## src/pscr_map.svh

```systemverilog
// Constants of the power switch control router
`ifndef PSCR_MAP_SVH
`define PSCR_MAP_SVH
`define PSCR_CHANNELS 4
`define PSCR_SEL_W 5
`define PSCR_SRC_COUNT 18
`define PSCR_SEL_ZERO 5'h00
`define PSCR_SEL_SOFT 5'h01
`define PSCR_SEL_OSC 5'h02
`define PSCR_SEL_TERM 5'h03
`define PSCR_SEL_GEN 5'h0a
`define PSCR_SEL_RUN 5'h0e
`define PSCR_TERM_COUNT 7
`define PSCR_GEN_COUNT 4
`define PSCR_DLY_W 4
`define PSCR_DLY_TAPS 16
`define PSCR_PAT_COUNT 5
`define PSCR_ST_W 11
`define PSCR_ST_ENB 0
`define PSCR_ST_OSC 1
`define PSCR_ST_GEN 2
`define PSCR_ST_STRIG 3
`define PSCR_ST_SPULSE 4
`define PSCR_ST_KEEP 5
`define PSCR_ST_DITHER 6
`define PSCR_ST_MASTER 8
`define PSCR_ST_SOUT 9
`define PSCR_ST_SUPPLY_CLEAR_N 10
`define PSCR_ST_WMASK 11'h07f
`define PSCR_ST_RESET 11'h000
`define PSCR_CLK_NS 5
`define PSCR_OSC_PULSE_NS 10
`define PSCR_OSC_CYCLES ((`PSCR_OSC_PULSE_NS + `PSCR_CLK_NS - 1) / `PSCR_CLK_NS)
`endif

```

## src/pscr_pkg.sv

```systemverilog
// Types of the power switch control router
package pscr_pkg;
  typedef logic [4:0] pscr_sel_t;
  typedef logic [3:0] pscr_dly_t;
  typedef logic [3:0] pscr_quad_t;
  typedef logic [10:0] pscr_status_t;
  typedef enum logic {PSCR_MAP_TRIGGER, PSCR_MAP_ENABLE} pscr_map_target_t;
endpackage : pscr_pkg

```

## src/pscr_delay_if.sv

```systemverilog
// Link between the router core and one fine delay stage
interface pscr_delay_if;
  import pscr_pkg::*;
  logic clkEn;
  logic sigIn;
  pscr_dly_t riseSel;
  pscr_dly_t fallSel;
  logic sigOut;
  modport core (output clkEn, output sigIn, output riseSel, output fallSel, input sigOut);
  modport stage (input clkEn, input sigIn, input riseSel, input fallSel, output sigOut);
endinterface : pscr_delay_if

```

## src/pscr_router.sv

```systemverilog
// Power switch control router: source selection, mapping, delays, switch decode, status word
`include "pscr_map.svh"
module pscr_router
  import pscr_pkg::*;
(
  input wire logic ref_clk,
  input wire logic reset_n,
  input wire logic clkEn,
  input wire logic statusWrite,
  input wire pscr_status_t statusWriteData,
  input wire logic masterEnable,
  input wire logic softTriggerSignal,
  input wire logic softTriggerOut,
  input wire logic oscillatorPulse,
  input wire logic [6:0] terminalInput,
  input wire pscr_quad_t generatorOutput,
  input wire pscr_quad_t generatorRunning,
  input wire pscr_sel_t [3:0] triggerSourceSelect,
  input wire pscr_sel_t [3:0] enableSourceSelect,
  input wire pscr_quad_t triggerInvert,
  input wire pscr_quad_t enableInvert,
  input wire pscr_dly_t [3:0] triggerRiseDelay,
  input wire pscr_dly_t [3:0] triggerFallDelay,
  input wire pscr_dly_t [3:0] enableDelay,
  input wire logic mapEnable,
  input wire pscr_map_target_t mapTarget,
  input wire pscr_quad_t [4:0] mapPattern,
  input wire logic [1:0] trilevelPair,
  output pscr_status_t statusRead,
  output logic oscillatorOn,
  output logic generatorsOn,
  output logic softTriggerIn,
  output logic softPulseIn,
  output logic ditherOff,
  output logic supplyClearN,
  output pscr_quad_t channelTrigger,
  output pscr_quad_t channelEnable,
  output pscr_quad_t branchNegOn,
  output pscr_quad_t branchPosOn,
  output logic [1:0] branchMidOn
);
  pscr_status_t status_reg;
  logic [6:0] termMeta_reg;
  logic [6:0] termSync_reg;
  logic oscPrev_reg;
  logic [1:0] oscCount_reg;
  logic oscShaped_reg;
  pscr_quad_t trigPick_reg;
  pscr_quad_t enbPick_reg;
  pscr_quad_t trigMap_reg;
  pscr_quad_t enbMap_reg;
  logic oscillatorOn_reg;
  logic generatorsOn_reg;
  logic supplyClearN_reg;
  pscr_quad_t negOn_reg;
  pscr_quad_t posOn_reg;
  logic [1:0] midOn_reg;
  pscr_status_t statusRead_reg;

  logic [`PSCR_SRC_COUNT-1:0] srcVec;
  pscr_quad_t trigPick_next;
  pscr_quad_t enbPick_next;
  pscr_quad_t mapIn;
  pscr_quad_t mapOut;
  pscr_quad_t trigMap_next;
  pscr_quad_t enbMap_next;
  pscr_quad_t trigDly;
  pscr_quad_t enbDly;
  pscr_quad_t effEnb;
  pscr_quad_t negOn_next;
  pscr_quad_t posOn_next;
  logic [1:0] midOn_next;
  logic switchesOn;
  logic supplyClearN_next;
  pscr_status_t statusRead_next;
  logic oscStart;

  // Source picker, shared by all eight controls
  function automatic logic srcPick(input logic [`PSCR_SRC_COUNT-1:0] src,
                                   input pscr_sel_t sel, input logic inv);
    logic bit_val;
    bit_val = (sel < 5'(`PSCR_SRC_COUNT)) ? src[sel] : 1'b0;
    return bit_val ^ inv;
  endfunction : srcPick

  // Mapping priority encoder, input 0 highest
  function automatic pscr_quad_t mapPick(input pscr_quad_t in, input pscr_quad_t [4:0] pat);
    pscr_quad_t res;
    res = pat[0];
    if (in[0]) res = pat[1];
    else if (in[1]) res = pat[2];
    else if (in[2]) res = pat[3];
    else if (in[3]) res = pat[4];
    return res;
  endfunction : mapPick

  // Source vector ordered by select code
  assign srcVec = {generatorRunning, generatorOutput, termSync_reg, oscShaped_reg,
                   softTriggerSignal, 1'b0};

  // Multiplexers and inversion for all channels
  genvar ch;
  generate
    for (ch = 0; ch < `PSCR_CHANNELS; ch++) begin : g_pick
      assign trigPick_next[ch] = srcPick(srcVec, triggerSourceSelect[ch], triggerInvert[ch]);
      assign enbPick_next[ch] = srcPick(srcVec, enableSourceSelect[ch], enableInvert[ch]);
    end
  endgenerate

  // Mapping engine or straight pass
  assign mapIn = (mapTarget == PSCR_MAP_ENABLE) ? enbPick_reg : trigPick_reg;
  assign mapOut = mapPick(mapIn, mapPattern);
  assign trigMap_next = (mapEnable && mapTarget == PSCR_MAP_TRIGGER) ? mapOut : trigPick_reg;
  assign enbMap_next = (mapEnable && mapTarget == PSCR_MAP_ENABLE) ? mapOut : enbPick_reg;

  // Fine delay stages, one per trigger and per enable
  pscr_delay_if trigLink [3:0] ();
  pscr_delay_if enbLink [3:0] ();
  generate
    for (ch = 0; ch < `PSCR_CHANNELS; ch++) begin : g_dly
      assign trigLink[ch].clkEn = clkEn;
      assign trigLink[ch].sigIn = trigMap_reg[ch];
      assign trigLink[ch].riseSel = triggerRiseDelay[ch];
      assign trigLink[ch].fallSel = triggerFallDelay[ch];
      assign trigDly[ch] = trigLink[ch].sigOut;
      assign enbLink[ch].clkEn = clkEn;
      assign enbLink[ch].sigIn = enbMap_reg[ch];
      assign enbLink[ch].riseSel = enableDelay[ch];
      assign enbLink[ch].fallSel = enableDelay[ch];
      assign enbDly[ch] = enbLink[ch].sigOut;
      pscr_fine_delay u_trig (.ref_clk(ref_clk), .reset_n(reset_n), .dly(trigLink[ch]));
      pscr_fine_delay u_enb (.ref_clk(ref_clk), .reset_n(reset_n), .dly(enbLink[ch]));
    end
  endgenerate

  // Switch decode, dual-level or trilevel per pair
  assign switchesOn = status_reg[`PSCR_ST_ENB];
  assign effEnb = switchesOn ? enbDly : 4'h0;
  genvar p;
  generate
    for (p = 0; p < 2; p++) begin : g_pair
      logic tLo;
      logic tHi;
      logic eLo;
      logic eHi;
      assign tLo = trigDly[2*p];
      assign tHi = trigDly[2*p+1];
      assign eLo = effEnb[2*p];
      assign eHi = effEnb[2*p+1];
      // Trilevel: lower channel negative, upper channel positive
      assign posOn_next[2*p+1] = trilevelPair[p] ? (eHi & tHi) : (eHi & tHi);
      assign negOn_next[2*p] = trilevelPair[p] ? (eLo & ~tLo & ~(eHi & tHi)) : (eLo & ~tLo);
      assign midOn_next[p] = trilevelPair[p] & eLo & eHi & tLo & ~tHi;
      assign posOn_next[2*p] = trilevelPair[p] ? 1'b0 : (eLo & tLo);
      assign negOn_next[2*p+1] = trilevelPair[p] ? 1'b0 : (eHi & ~tHi);
    end
  endgenerate

  // Supply clear and status read-back
  assign supplyClearN_next = !(!masterEnable
                              || (!status_reg[`PSCR_ST_ENB] && !status_reg[`PSCR_ST_KEEP]));
  assign statusRead_next = {supplyClearN_reg, softTriggerOut, masterEnable, 1'b0,
                            status_reg[6:0]};
  assign oscStart = oscillatorPulse && !oscPrev_reg;

  // Writable status bits
  always_ff @(posedge ref_clk) begin
    if (!reset_n) status_reg <= `PSCR_ST_RESET;
    else if (clkEn && statusWrite) status_reg <= statusWriteData & `PSCR_ST_WMASK;
  end

  // Terminal input synchroniser
  always_ff @(posedge ref_clk) begin
    if (!reset_n) begin
      termMeta_reg <= 7'h00;
      termSync_reg <= 7'h00;
    end else if (clkEn) begin
      termMeta_reg <= terminalInput;
      termSync_reg <= termMeta_reg;
    end
  end

  // Oscillator pulse shaped to one 10 ns period
  always_ff @(posedge ref_clk) begin
    if (!reset_n) begin
      oscPrev_reg <= 1'b0;
      oscCount_reg <= 2'h0;
      oscShaped_reg <= 1'b0;
    end else if (clkEn) begin
      oscPrev_reg <= oscillatorPulse;
      if (oscStart) begin
        oscCount_reg <= 2'(`PSCR_OSC_CYCLES - 1);
        oscShaped_reg <= 1'b1;
      end else if (oscCount_reg != 2'h0) begin
        oscCount_reg <= oscCount_reg - 2'h1;
      end else begin
        oscShaped_reg <= 1'b0;
      end
    end
  end

  // Selection and mapping stages
  always_ff @(posedge ref_clk) begin
    if (!reset_n) begin
      trigPick_reg <= 4'h0;
      enbPick_reg <= 4'h0;
      trigMap_reg <= 4'h0;
      enbMap_reg <= 4'h0;
    end else if (clkEn) begin
      trigPick_reg <= trigPick_next;
      enbPick_reg <= enbPick_next;
      trigMap_reg <= trigMap_next;
      enbMap_reg <= enbMap_next;
    end
  end

  // Output flip-flops
  always_ff @(posedge ref_clk) begin
    if (!reset_n) begin
      oscillatorOn_reg <= 1'b0;
      generatorsOn_reg <= 1'b0;
      supplyClearN_reg <= 1'b0;
      negOn_reg <= 4'h0;
      posOn_reg <= 4'h0;
      midOn_reg <= 2'h0;
      statusRead_reg <= `PSCR_ST_RESET;
    end else if (clkEn) begin
      oscillatorOn_reg <= status_reg[`PSCR_ST_OSC] && switchesOn && masterEnable;
      generatorsOn_reg <= status_reg[`PSCR_ST_GEN] && switchesOn && masterEnable;
      supplyClearN_reg <= supplyClearN_next;
      negOn_reg <= negOn_next;
      posOn_reg <= posOn_next;
      midOn_reg <= midOn_next;
      statusRead_reg <= statusRead_next;
    end
  end

  assign statusRead = statusRead_reg;
  assign oscillatorOn = oscillatorOn_reg;
  assign generatorsOn = generatorsOn_reg;
  assign softTriggerIn = status_reg[`PSCR_ST_STRIG];
  assign softPulseIn = status_reg[`PSCR_ST_SPULSE];
  assign ditherOff = status_reg[`PSCR_ST_DITHER];
  assign supplyClearN = supplyClearN_reg;
  assign channelTrigger = trigDly;
  assign channelEnable = enbDly;
  assign branchNegOn = negOn_reg;
  assign branchPosOn = posOn_reg;
  assign branchMidOn = midOn_reg;
endmodule : pscr_router

```

## src/pscr_fine_delay.sv

```systemverilog
// Fine delay stage with separate rising and falling delay taps
`include "pscr_map.svh"
module pscr_fine_delay
  import pscr_pkg::*;
(
  input wire logic ref_clk,
  input wire logic reset_n,
  pscr_delay_if.stage dly
);
  logic [`PSCR_DLY_TAPS-2:0] line_reg;
  logic out_reg;
  logic [`PSCR_DLY_TAPS-1:0] taps;
  logic riseTap;
  logic fallTap;
  logic out_next;
  logic riseFirst;

  // Tap 0 is the undelayed input
  assign taps = {line_reg, dly.sigIn};
  assign riseTap = taps[dly.riseSel];
  assign fallTap = taps[dly.fallSel];
  // Rising slope follows the rise tap, falling slope the fall tap; the earlier tap
  // must agree too, so the output never bounces after an edge. Pulses shorter than
  // the gap between the two taps come out short or vanish.
  assign riseFirst = (dly.riseSel <= dly.fallSel);
  assign out_next = out_reg ? (fallTap | (riseFirst & riseTap))
                            : (riseTap & (riseFirst | fallTap));
  assign dly.sigOut = out_reg;

  // Delay line and output state
  always_ff @(posedge ref_clk) begin
    if (!reset_n) begin
      line_reg <= '0;
      out_reg <= 1'b0;
    end else if (dly.clkEn) begin
      line_reg <= taps[`PSCR_DLY_TAPS-2:0];
      out_reg <= out_next;
    end
  end
endmodule : pscr_fine_delay

```

## config.mk

```make
export PLATFORM = sky130hd
export DESIGN_NAME = pscr_router
export DESIGN_NICKNAME = d
export VERILOG_FILES = /design/src/pscr_pkg.sv /design/src/pscr_delay_if.sv /design/src/pscr_router.sv /design/src/pscr_fine_delay.sv
export VERILOG_INCLUDE_DIRS = /design/src
export SDC_FILE = /design/constraint.sdc
export NUM_CORES = 1
export LEC_CHECK = 0
export BUFFER_PORTS_ARGS = -buffer_cell sky130_fd_sc_hd__clkbuf_2
export CAP_MARGIN = 20
export CORE_MARGIN = 3
export CORE_UTILIZATION = 52
export CTS_CLUSTER_DIAMETER = 100
export DETAILED_ROUTE_END_ITERATION = 8
export GPL_ROUTABILITY_DRIVEN = 0
export PLACE_DENSITY = 0.88
export SLEW_MARGIN = 20
export SYNTH_ARGS = -nofsm -noshare
export SYNTH_HDL_FRONTEND = slang
export SYNTH_SLANG_ARGS = --single-unit
```

## constraint.sdc

```tcl
create_clock -name ref_clk -period 1.9 [get_ports ref_clk]
set_input_delay 0.19 -clock ref_clk [delete_from_list [all_inputs] [get_ports ref_clk]]
set_output_delay 0.19 -clock ref_clk [all_outputs]
set_load 0.02 [all_outputs]
```

After elaboration in Yosys (flattened, before gate mapping)
Index checks and enable logic that the tools add are counted.
{"block": "totals", "ff_bits": 192, "latch_bits": 0, "ram_bits": 0, "mem_bits_ro": 0, "input_bits": 154, "out_inout_bits": 35, "memories": 0}
{"block": "op_classes", "add_sub_neg": 1, "n_mul": 0, "div_mod_pow": 0, "n_lt_le_gt_ge": 36, "n_eq_ne": 1, "n_shift": 0, "mux": 74, "n_bitwise": 65, "n_reduce_logical": 19}
{"operator": "< comparator 4 x 5 -> 1 bit, second input constant", "count": 12}
{"operator": "binary-select mux 1 bit (select 4 bit)", "count": 12}
{"operator": "< comparator 5 x 6 -> 1 bit, second input constant", "count": 8}
{"operator": "2-to-1 mux 1 bit", "count": 44}
{"operator": "binary-select mux 1 bit (select 5 bit)", "count": 8}
{"operator": "< comparator 5 bit, second input constant", "count": 8}
{"operator": "AND 1 bit", "count": 34}
{"operator": "less-or-equal comparator 4 bit", "count": 8}
{"operator": "2-to-1 mux 4 bit", "count": 8}
{"operator": "OR 1 bit", "count": 16}
{"operator": "logical AND 1 bit", "count": 9}
{"operator": "bitwise XOR 1 bit", "count": 8}
{"operator": "NOT 1 bit", "count": 7}
{"operator": "logical NOT 1 bit", "count": 5}
{"operator": "2-to-1 mux 2 bit", "count": 2}
{"operator": "AND reduction 2 bit", "count": 2}
{"operator": "nonzero test 2 bit", "count": 2}
{"operator": "!= test 2 bit, second input constant", "count": 1}
{"operator": "subtractor 2 x 1 -> 2 bit, second input constant", "count": 1}
{"operator": "logical OR 1 bit", "count": 1}

Logic depth before layout (Yosys ltp)
Gate-level depths: netlist of the first run.
{"block": "depth", "depth_word": 6, "mapped_depth": 7}

Modules after synthesis
From an unflattened synthesis of the first run, not the netlist that was laid out.
{"block": "hier_totals", "hier_cells": 1104, "hier_area_um2": 12309.3}
{"mod": "pscr_fine_delay", "n_inst": 8, "cells_per_inst": 78, "area_each_um2": 965.9}
{"mod": "pscr_router", "n_inst": 1, "cells_per_inst": 480, "area_each_um2": 4581.9}

Worst setup path before layout of the first run
No wires, ideal clock.
{"block": "synth_timing", "path_kind": "register to register", "from": "register termSync_reg[6]", "to": "register trigPick_reg[3]", "setup_ps": 117, "arrival_time_ps": 1760, "required_time_ps": 1783, "path_slack_ps": 22, "path_stages_with_launch": 5, "period_less_slack_ps": 1878, "cell_sequence": "dfxtp_1 -> mux4_2 -> o2111a_1 -> or4_1 -> a32o_1"}
{"block": "synth_via", "elab_chain_cells": 4}
{"element": "start, declared", "line": "pscr_router.sv:44", "text": "logic [6:0] termSync_reg;"}
{"element": "start signal, assigned", "line": "pscr_router.sv:179", "text": "termSync_reg <= termMeta_reg;"}
{"element": "binary-select mux 1 bit (select 5 bit)", "line": "pscr_router.sv:82", "text": "bit_val = (sel < 5'(`PSCR_SRC_COUNT)) ? src[sel] : 1'b0;"}
{"element": "2-to-1 mux 1 bit (implied by the code)", "line": "pscr_router.sv:82"}
{"element": "2-to-1 mux 1 bit", "line": "pscr_router.sv:82"}
{"element": "bitwise XOR 1 bit", "line": "pscr_router.sv:83", "text": "return bit_val ^ inv;"}
{"element": "end signal, assigned", "line": "pscr_router.sv:210", "text": "trigPick_reg <= trigPick_next;"}
{"element": "end, declared", "line": "pscr_router.sv:48", "text": "pscr_quad_t trigPick_reg;"}
Every way passes these cells. The select of a mux whose other input is x is not followed.
A chain may end at the register's enable or synchronous reset.

Worst setup path after layout of the first run
Same ends and word-level chain as after synthesis.

==> impl_results.md, run 1 <==
- Tightest Pin Transition: 0.668 ns
- CTS root buf: clkbuf_16
- Vias: 9044
- Hold Buf Count CTS: 0
- Initial antenna violation count: 0
- Ys Warns: 0
- Layout cells sized above 1: 25.7%
- Count leader, synth: mux2i_1
- Total power: 0.00917 W
- Post-synthesis cell type count: 53
- WL final: 27800 um
- Tmin final: 1.92 ns
- DP HPWL: 20900 um
- Worst hold slack: 0.0158 ns
- Relative slew slack: 55.5%
- Crit path largest cell delay: 0.51 ns
- I/O Pins: 189
- Pre-Repair DR Iteration Count: 5
- Synthesized Nets: 1274
- Final Max Slew Viols: 0
- Crit path kind: reg -> reg
- Clock Latency Late Sink: 0.43 ns
- Max IR drop VDD: 0.000562 V
- Mapped Cells: 1103
- # Post-CTS Setup Buffers: 0
- Setup WS post-layout: -0.0230 ns
- Synth Register Bits: 192
- Crit Path Max Fanout: 2
- EDFF count, synth: 0
- Share of the yosys chip area belonging to registers: 34.7%
- Dpl cells: 1510
- CP Buf/Inv Count: 0
- F_max: 0.520 GHz
- Clock skew: 0.0182 ns
- H-tree depth: 4
- Vias in the first global route: 8969
- Routed wire per std cell: 18.0 um
- GRT Total Usage: 23.6%
- Cell area after placement: 12300 sq um
- Critical-path top delay cell: or4_1
- Cell area after layout: 12900 sq um
- Setup violations, final: 1
- Crit path cell chain: mux4_2, o2111a_1, or4_1, a32o_1
- DRC: 0
- Top post-synthesis cells by area: dfxtp_1 (35%), mux2i_1 (20%), mux4_2 (11%), nor2b_1 (9.5%), nand3_1 (2.4%)
- Cts bufs inserted: 17
- Synth top area share: 34.7%
- Die height: 152 um
- Ys async rst share: 0%
- GR Overflow Total: 0
- DIE AREA: 23100 sq um
- Setup TNS Final: -0.0230 ns
- First-pass GRT wire length: 45500 um
- Power density over the cells: 710 nW/um^2
- Largest net degree at the start of global routing: 130
- Synthesis-to-finish area growth: 16.6%
- Die width: 152 um
- Worst-path clk slew: 0.08 ns
- Prevailing post-synth register cell: dfxtp_1
- Hold Path Class: in -> reg
- Area leader, netlist: dfxtp_1
- Final period util: 101%
- Layout Nets: 1430
- Synth Cell Area: 11100 sq um
- Failing checks: negative setup slack
- RSZ-0062 raised after global routing: true
- Crit. End Element: register
- Vias per inst: 5.87
- Clk sinks: 192
- Row cnt: 52
- Starting Density: 53.9%
- Core area: 20600 sq um
- DRC violation total after the first TritonRoute iteration: 536
- Ant. Diodes: 0
- CP top delay family: compound AO/OA/AOI/OAI gates
- Syn Area/Cell: 10.0 sq um
- Antenna-violating nets left: 0
- Final Hold Violating Endpoints: 0
- Outcome: complete, but fails checks
- Fin cells: 1542
- Max_cap viols: 0
- Largest buffer count on any clock path: 2
- Arrival time worst endpoint: 2.25 ns
- CTS tree: yes
- Worst Setup Start Kind: register
- Leak Pwr: 5.49 nW
- Top cells by count, synth: mux2i_1 (218), dfxtp_1 (192), nor2b_1 (168)
- Port Buffers: 183
- CP required: 2.23 ns
## path summary, 6_finish.rpt
check	startpoint	endpoint	slack [ns]	cells after the start
min reg2reg	generatorsOn	generatorsOn	0.48	2
max	termSync_reg[6]	trigPick_reg[3]	-0.02	4
min	terminalInput[1]	termMeta_reg[1]	0.02	3
max reg2reg	termSync_reg[6]	trigPick_reg[3]	-0.02	4
## power by group
group / leakage (nW) / switching (W) / internal (W)
Clock: 0.294 / 0.00165 / 0.00199
Sequential: 1.56 / 0.0000890 / 0.00410
Combinational: 3.65 / 0.000696 / 0.000634
Total: 5.49 / 0.00244 / 0.00673
## through the flow
step / utilization, % / setup slack (ns)
finish: 62.8 / -0.0230
global route: 62.8 / -0.0577
CTS: 62.8 / 0.00263
detailed placement: 59.9 / -0.0770
global placement: 59.9 / -0.0487
floorplan: - / 0.0222
## placed cells by master (no fill, tap or decap), types with 7 or more instances in the layout
| master | n |
|---|---|
| dfxtp_1 | 191 |
| mux2_2 | 12 |
| o22ai_1 | 7 |
| o21ai_0 | 27 |
| clkbuf_16 | 17 |
| nor2_1 | 23 |
| and3_1 | 8 |
| o21a_1 | 7 |
| clkbuf_2 | 181 |
| nand2b_1 | 12 |
| a31oi_1 | 8 |
| nand2_1 | 50 |
| a21boi_0 | 13 |
| nand3b_1 | 10 |
| buf_4 | 33 |
| nand4_1 | 9 |
| a21oi_1 | 27 |
| nand3_1 | 54 |
| nor2b_1 | 168 |
| inv_1 | 33 |
| mux4_2 | 56 |
| ha_1 | 17 |
| o211ai_1 | 8 |
| mux2i_1 | 218 |
## cell families after synthesis
family / Yosys count / share of synthesized area [%]
AND/OR/NAND/NOR: 347 / 17.6
multiplexers: 287 / 32.5
flip-flops: 192 / 34.7
AO/OA/AOI/OAI: 142 / 8.71
buffers and inverters: 117 / 4.50
adder cells (fa/ha/maj): 17 / 1.92
other: 1 / 0.0339
## what timing repair did
item,in CTS,in global routing
hold endpoints to repair,0,0
resized for setup,0,1
setup endpoints to repair,0,1
## area by class of cell
class / instances / area (sq um)
clock inverter: 14 / 174
multi-input combinational: 794 / 6730
fill: 1647 / 7640
clock buffer: 18 / 429
timing repair buffer: 220 / 1270
tap: 270 / 338
inverter: 34 / 128
sequential: 192 / 3840
## tightest hold or removal path, cell delays in order
cell and delay [ns]:
clkbuf_2 0.08, mux2i_1 0.06, nor2b_1 0.09
## routing by layer
layer | vias to the layer above | wire, um | GRT usage (%)
met5 | - | 0 | 0
met1 | 4353 | 11900 | 30.8
met4 | 0 | 651 | 8.22
met2 | 318 | 13500 | 39.3
met3 | 49 | 1810 | 4.86
li1 | 4324 | - | -
Note: power is estimated with default switching activity, not from simulation.
==> inputs of run 2 (changes only) <==
CORE_UTILIZATION = 45   (was 52)
PLACE_DENSITY = 0.79   (was 0.88)
==> impl_results.md, run 2 (synthesis results as in run 1) <==
- Outcome: completed
- Starting Density: 46.5%
- Top Usage Layer GRT: met2
- Port Buffers: 183
- Clock Power Share: 39.5%
- Clk sinks: 192
- Largest net degree at the start of global routing: 86
- M1 GR Usage: 28.0%
- Crit. End Element: register
- Max IR drop VDD: 0.000537 V
- RSZ-0062 raised after global routing: true
- DIE AREA: 26500 sq um
- Tmin final: 1.89 ns
- Logic pwr share: 14.9%
- P_sw: 0.00243 W
- Vias in the first global route: 8612
- Ant. Diodes: 0
- Die width: 163 um
- GRT Total Usage: 21.6%
- Vias: 8992
- Commonest cells after routing, fill and taps aside: mux2i_1 (218), dfxtp_1 (192), clkbuf_2 (181)
- Leak Pwr: 5.54 nW
- I/O Pins: 189
- DRC: 0
- Synthesis-to-finish area growth: 17.8%
- Final Max Slew Viols: 0
- Die height: 163 um
- Layout cells sized above 1: 26.0%
- Cts bufs inserted: 17
- DP HPWL: 21600 um
- Crit path cell chain: mux4_2, o2111a_1, or4_1, a32o_1
- Worst-path clk slew: 0.08 ns
- Vias per inst: 5.61
- Commonest non-fill, non-tap cell in the layout: mux2i_1
- Critical-path top delay cell: or4_1
- Core area: 23800 sq um
- Pre-Repair DR Iteration Count: 6
- Crit Path Max Fanout: 2
- Internal power: 0.00675 W
- H-tree depth: 4
- Power density over the cells: 704 nW/um^2
- Total power: 0.00919 W
- First-pass GRT wire length: 45800 um
- F_max: 0.529 GHz
- GR Overflow Total: 0
- Worst Setup Start Kind: register
- Layout Nets: 1442
- Largest buffer count on any clock path: 2
- Antenna-violating nets left: 0
- Clock skew: 0.0126 ns
- Row cnt: 56
- Hold Path Class: in -> reg
- Fin util: 54.8%
- Relative slew slack: 56.1%
- M3 GR Usage: 4.48%
- Seq pwr share: 45.6%
- Initial antenna violation count: 1
- CP required: 2.23 ns
- Clock Latency Late Sink: 0.43 ns
- Final Hold Violating Endpoints: 0
- CTS root buf: clkbuf_16
- Final period util: 99.5%
- DRC violation total after the first TritonRoute iteration: 795
- Max_cap viols: 0
- Tightest Pin Transition: 0.659 ns
- Setup violations, final: 0
- Crit path kind: reg -> reg
- Crit path largest cell delay: 0.50 ns
- WL final: 28800 um
- Arrival time worst endpoint: 2.22 ns
- FILL cells: 2130
- Routed wire per std cell: 18.0 um
- Sw frac: 26.5%
- Met2 GRT Util: 36.9%
- CTS tree: yes
- # Post-CTS Setup Buffers: 0
[run 2: power by group through the flow]
stage	Sequential, W	Clock (W)	Combinational [W]
after floorplan	0.00426	0	0.000839
after global placement	0.00428	0	0.00132
after detailed placement	0.00428	0	0.00135
after CTS	0.00419	0.00373	0.00136
after global routing	0.00420	0.00388	0.00149
final	0.00419	0.00363	0.00137
[run 2: critical path, delay by kind of cell (launching register included)]
family,cells,cell delay (ns)
flops,1,0.31
simple gates,1,0.50
mux,1,0.45
compound gates,2,0.52
[run 2: per-stage QoR]
step | TNS [ns] | area [sq um] | hold WS (ns) | cells | worst slack, ns
2_1_floorplan | 0 | 11100 | 0.359 | 1103 | 0.0222
3_3_place_gp | -0.0137 | 12400 | 0.447 | 1567 | -0.0137
3_5_place_dp | -0.0389 | 12400 | 0.455 | 1567 | -0.0389
4_1_cts | 0 | 13000 | 0.00124 | 1603 | 0.00310
5_1_grt | -0.0260 | 13000 | 0.0121 | 1603 | -0.0260
6_report | 0 | 13000 | 0.0191 | 1603 | 0.00989
[run 2: path summary, 6_finish.rpt]
path	startpoint	to	slack (ns)	cells past startpoint
worst max-delay path	termSync_reg[6]	trigPick_reg[3]	0.01	4
worst min-delay path	statusWriteData[2]	status_reg[2]	0.02	3
worst max register to register	termSync_reg[6]	trigPick_reg[3]	0.01	4
worst min register to register	branchPosOn[1]	branchPosOn[1]	0.47	2
[run 2: area by class of cell]
| cell class | count | area, sq um | share of cell area (%) |
|---|---|---|---|
| multi-input combinational | 794 | 6730 | 51.6 |
| clock buffer | 22 | 484 | 3.71 |
| timing repair buffer | 232 | 1340 | 10.3 |
| tap | 319 | 399 | 3.06 |
| clock inverter | 10 | 114 | 0.873 |
| inverter | 34 | 128 | 0.978 |
| sequential | 192 | 3840 | 29.5 |
[run 2: repair_timing]
action	CTS	global route
endpoints found under the hold margin	4	0
hold buffers	4	0
gates resized for setup	0	0
endpoints found under the setup margin	0	1
[run 2: routing by layer]
metal  routed length (um)  vias to the layer above
li1                     -                     4349
met3                 1830                       40
met2                14000                      310
met4                  413                        2
met5                   13                        -
met1                12600                     4291
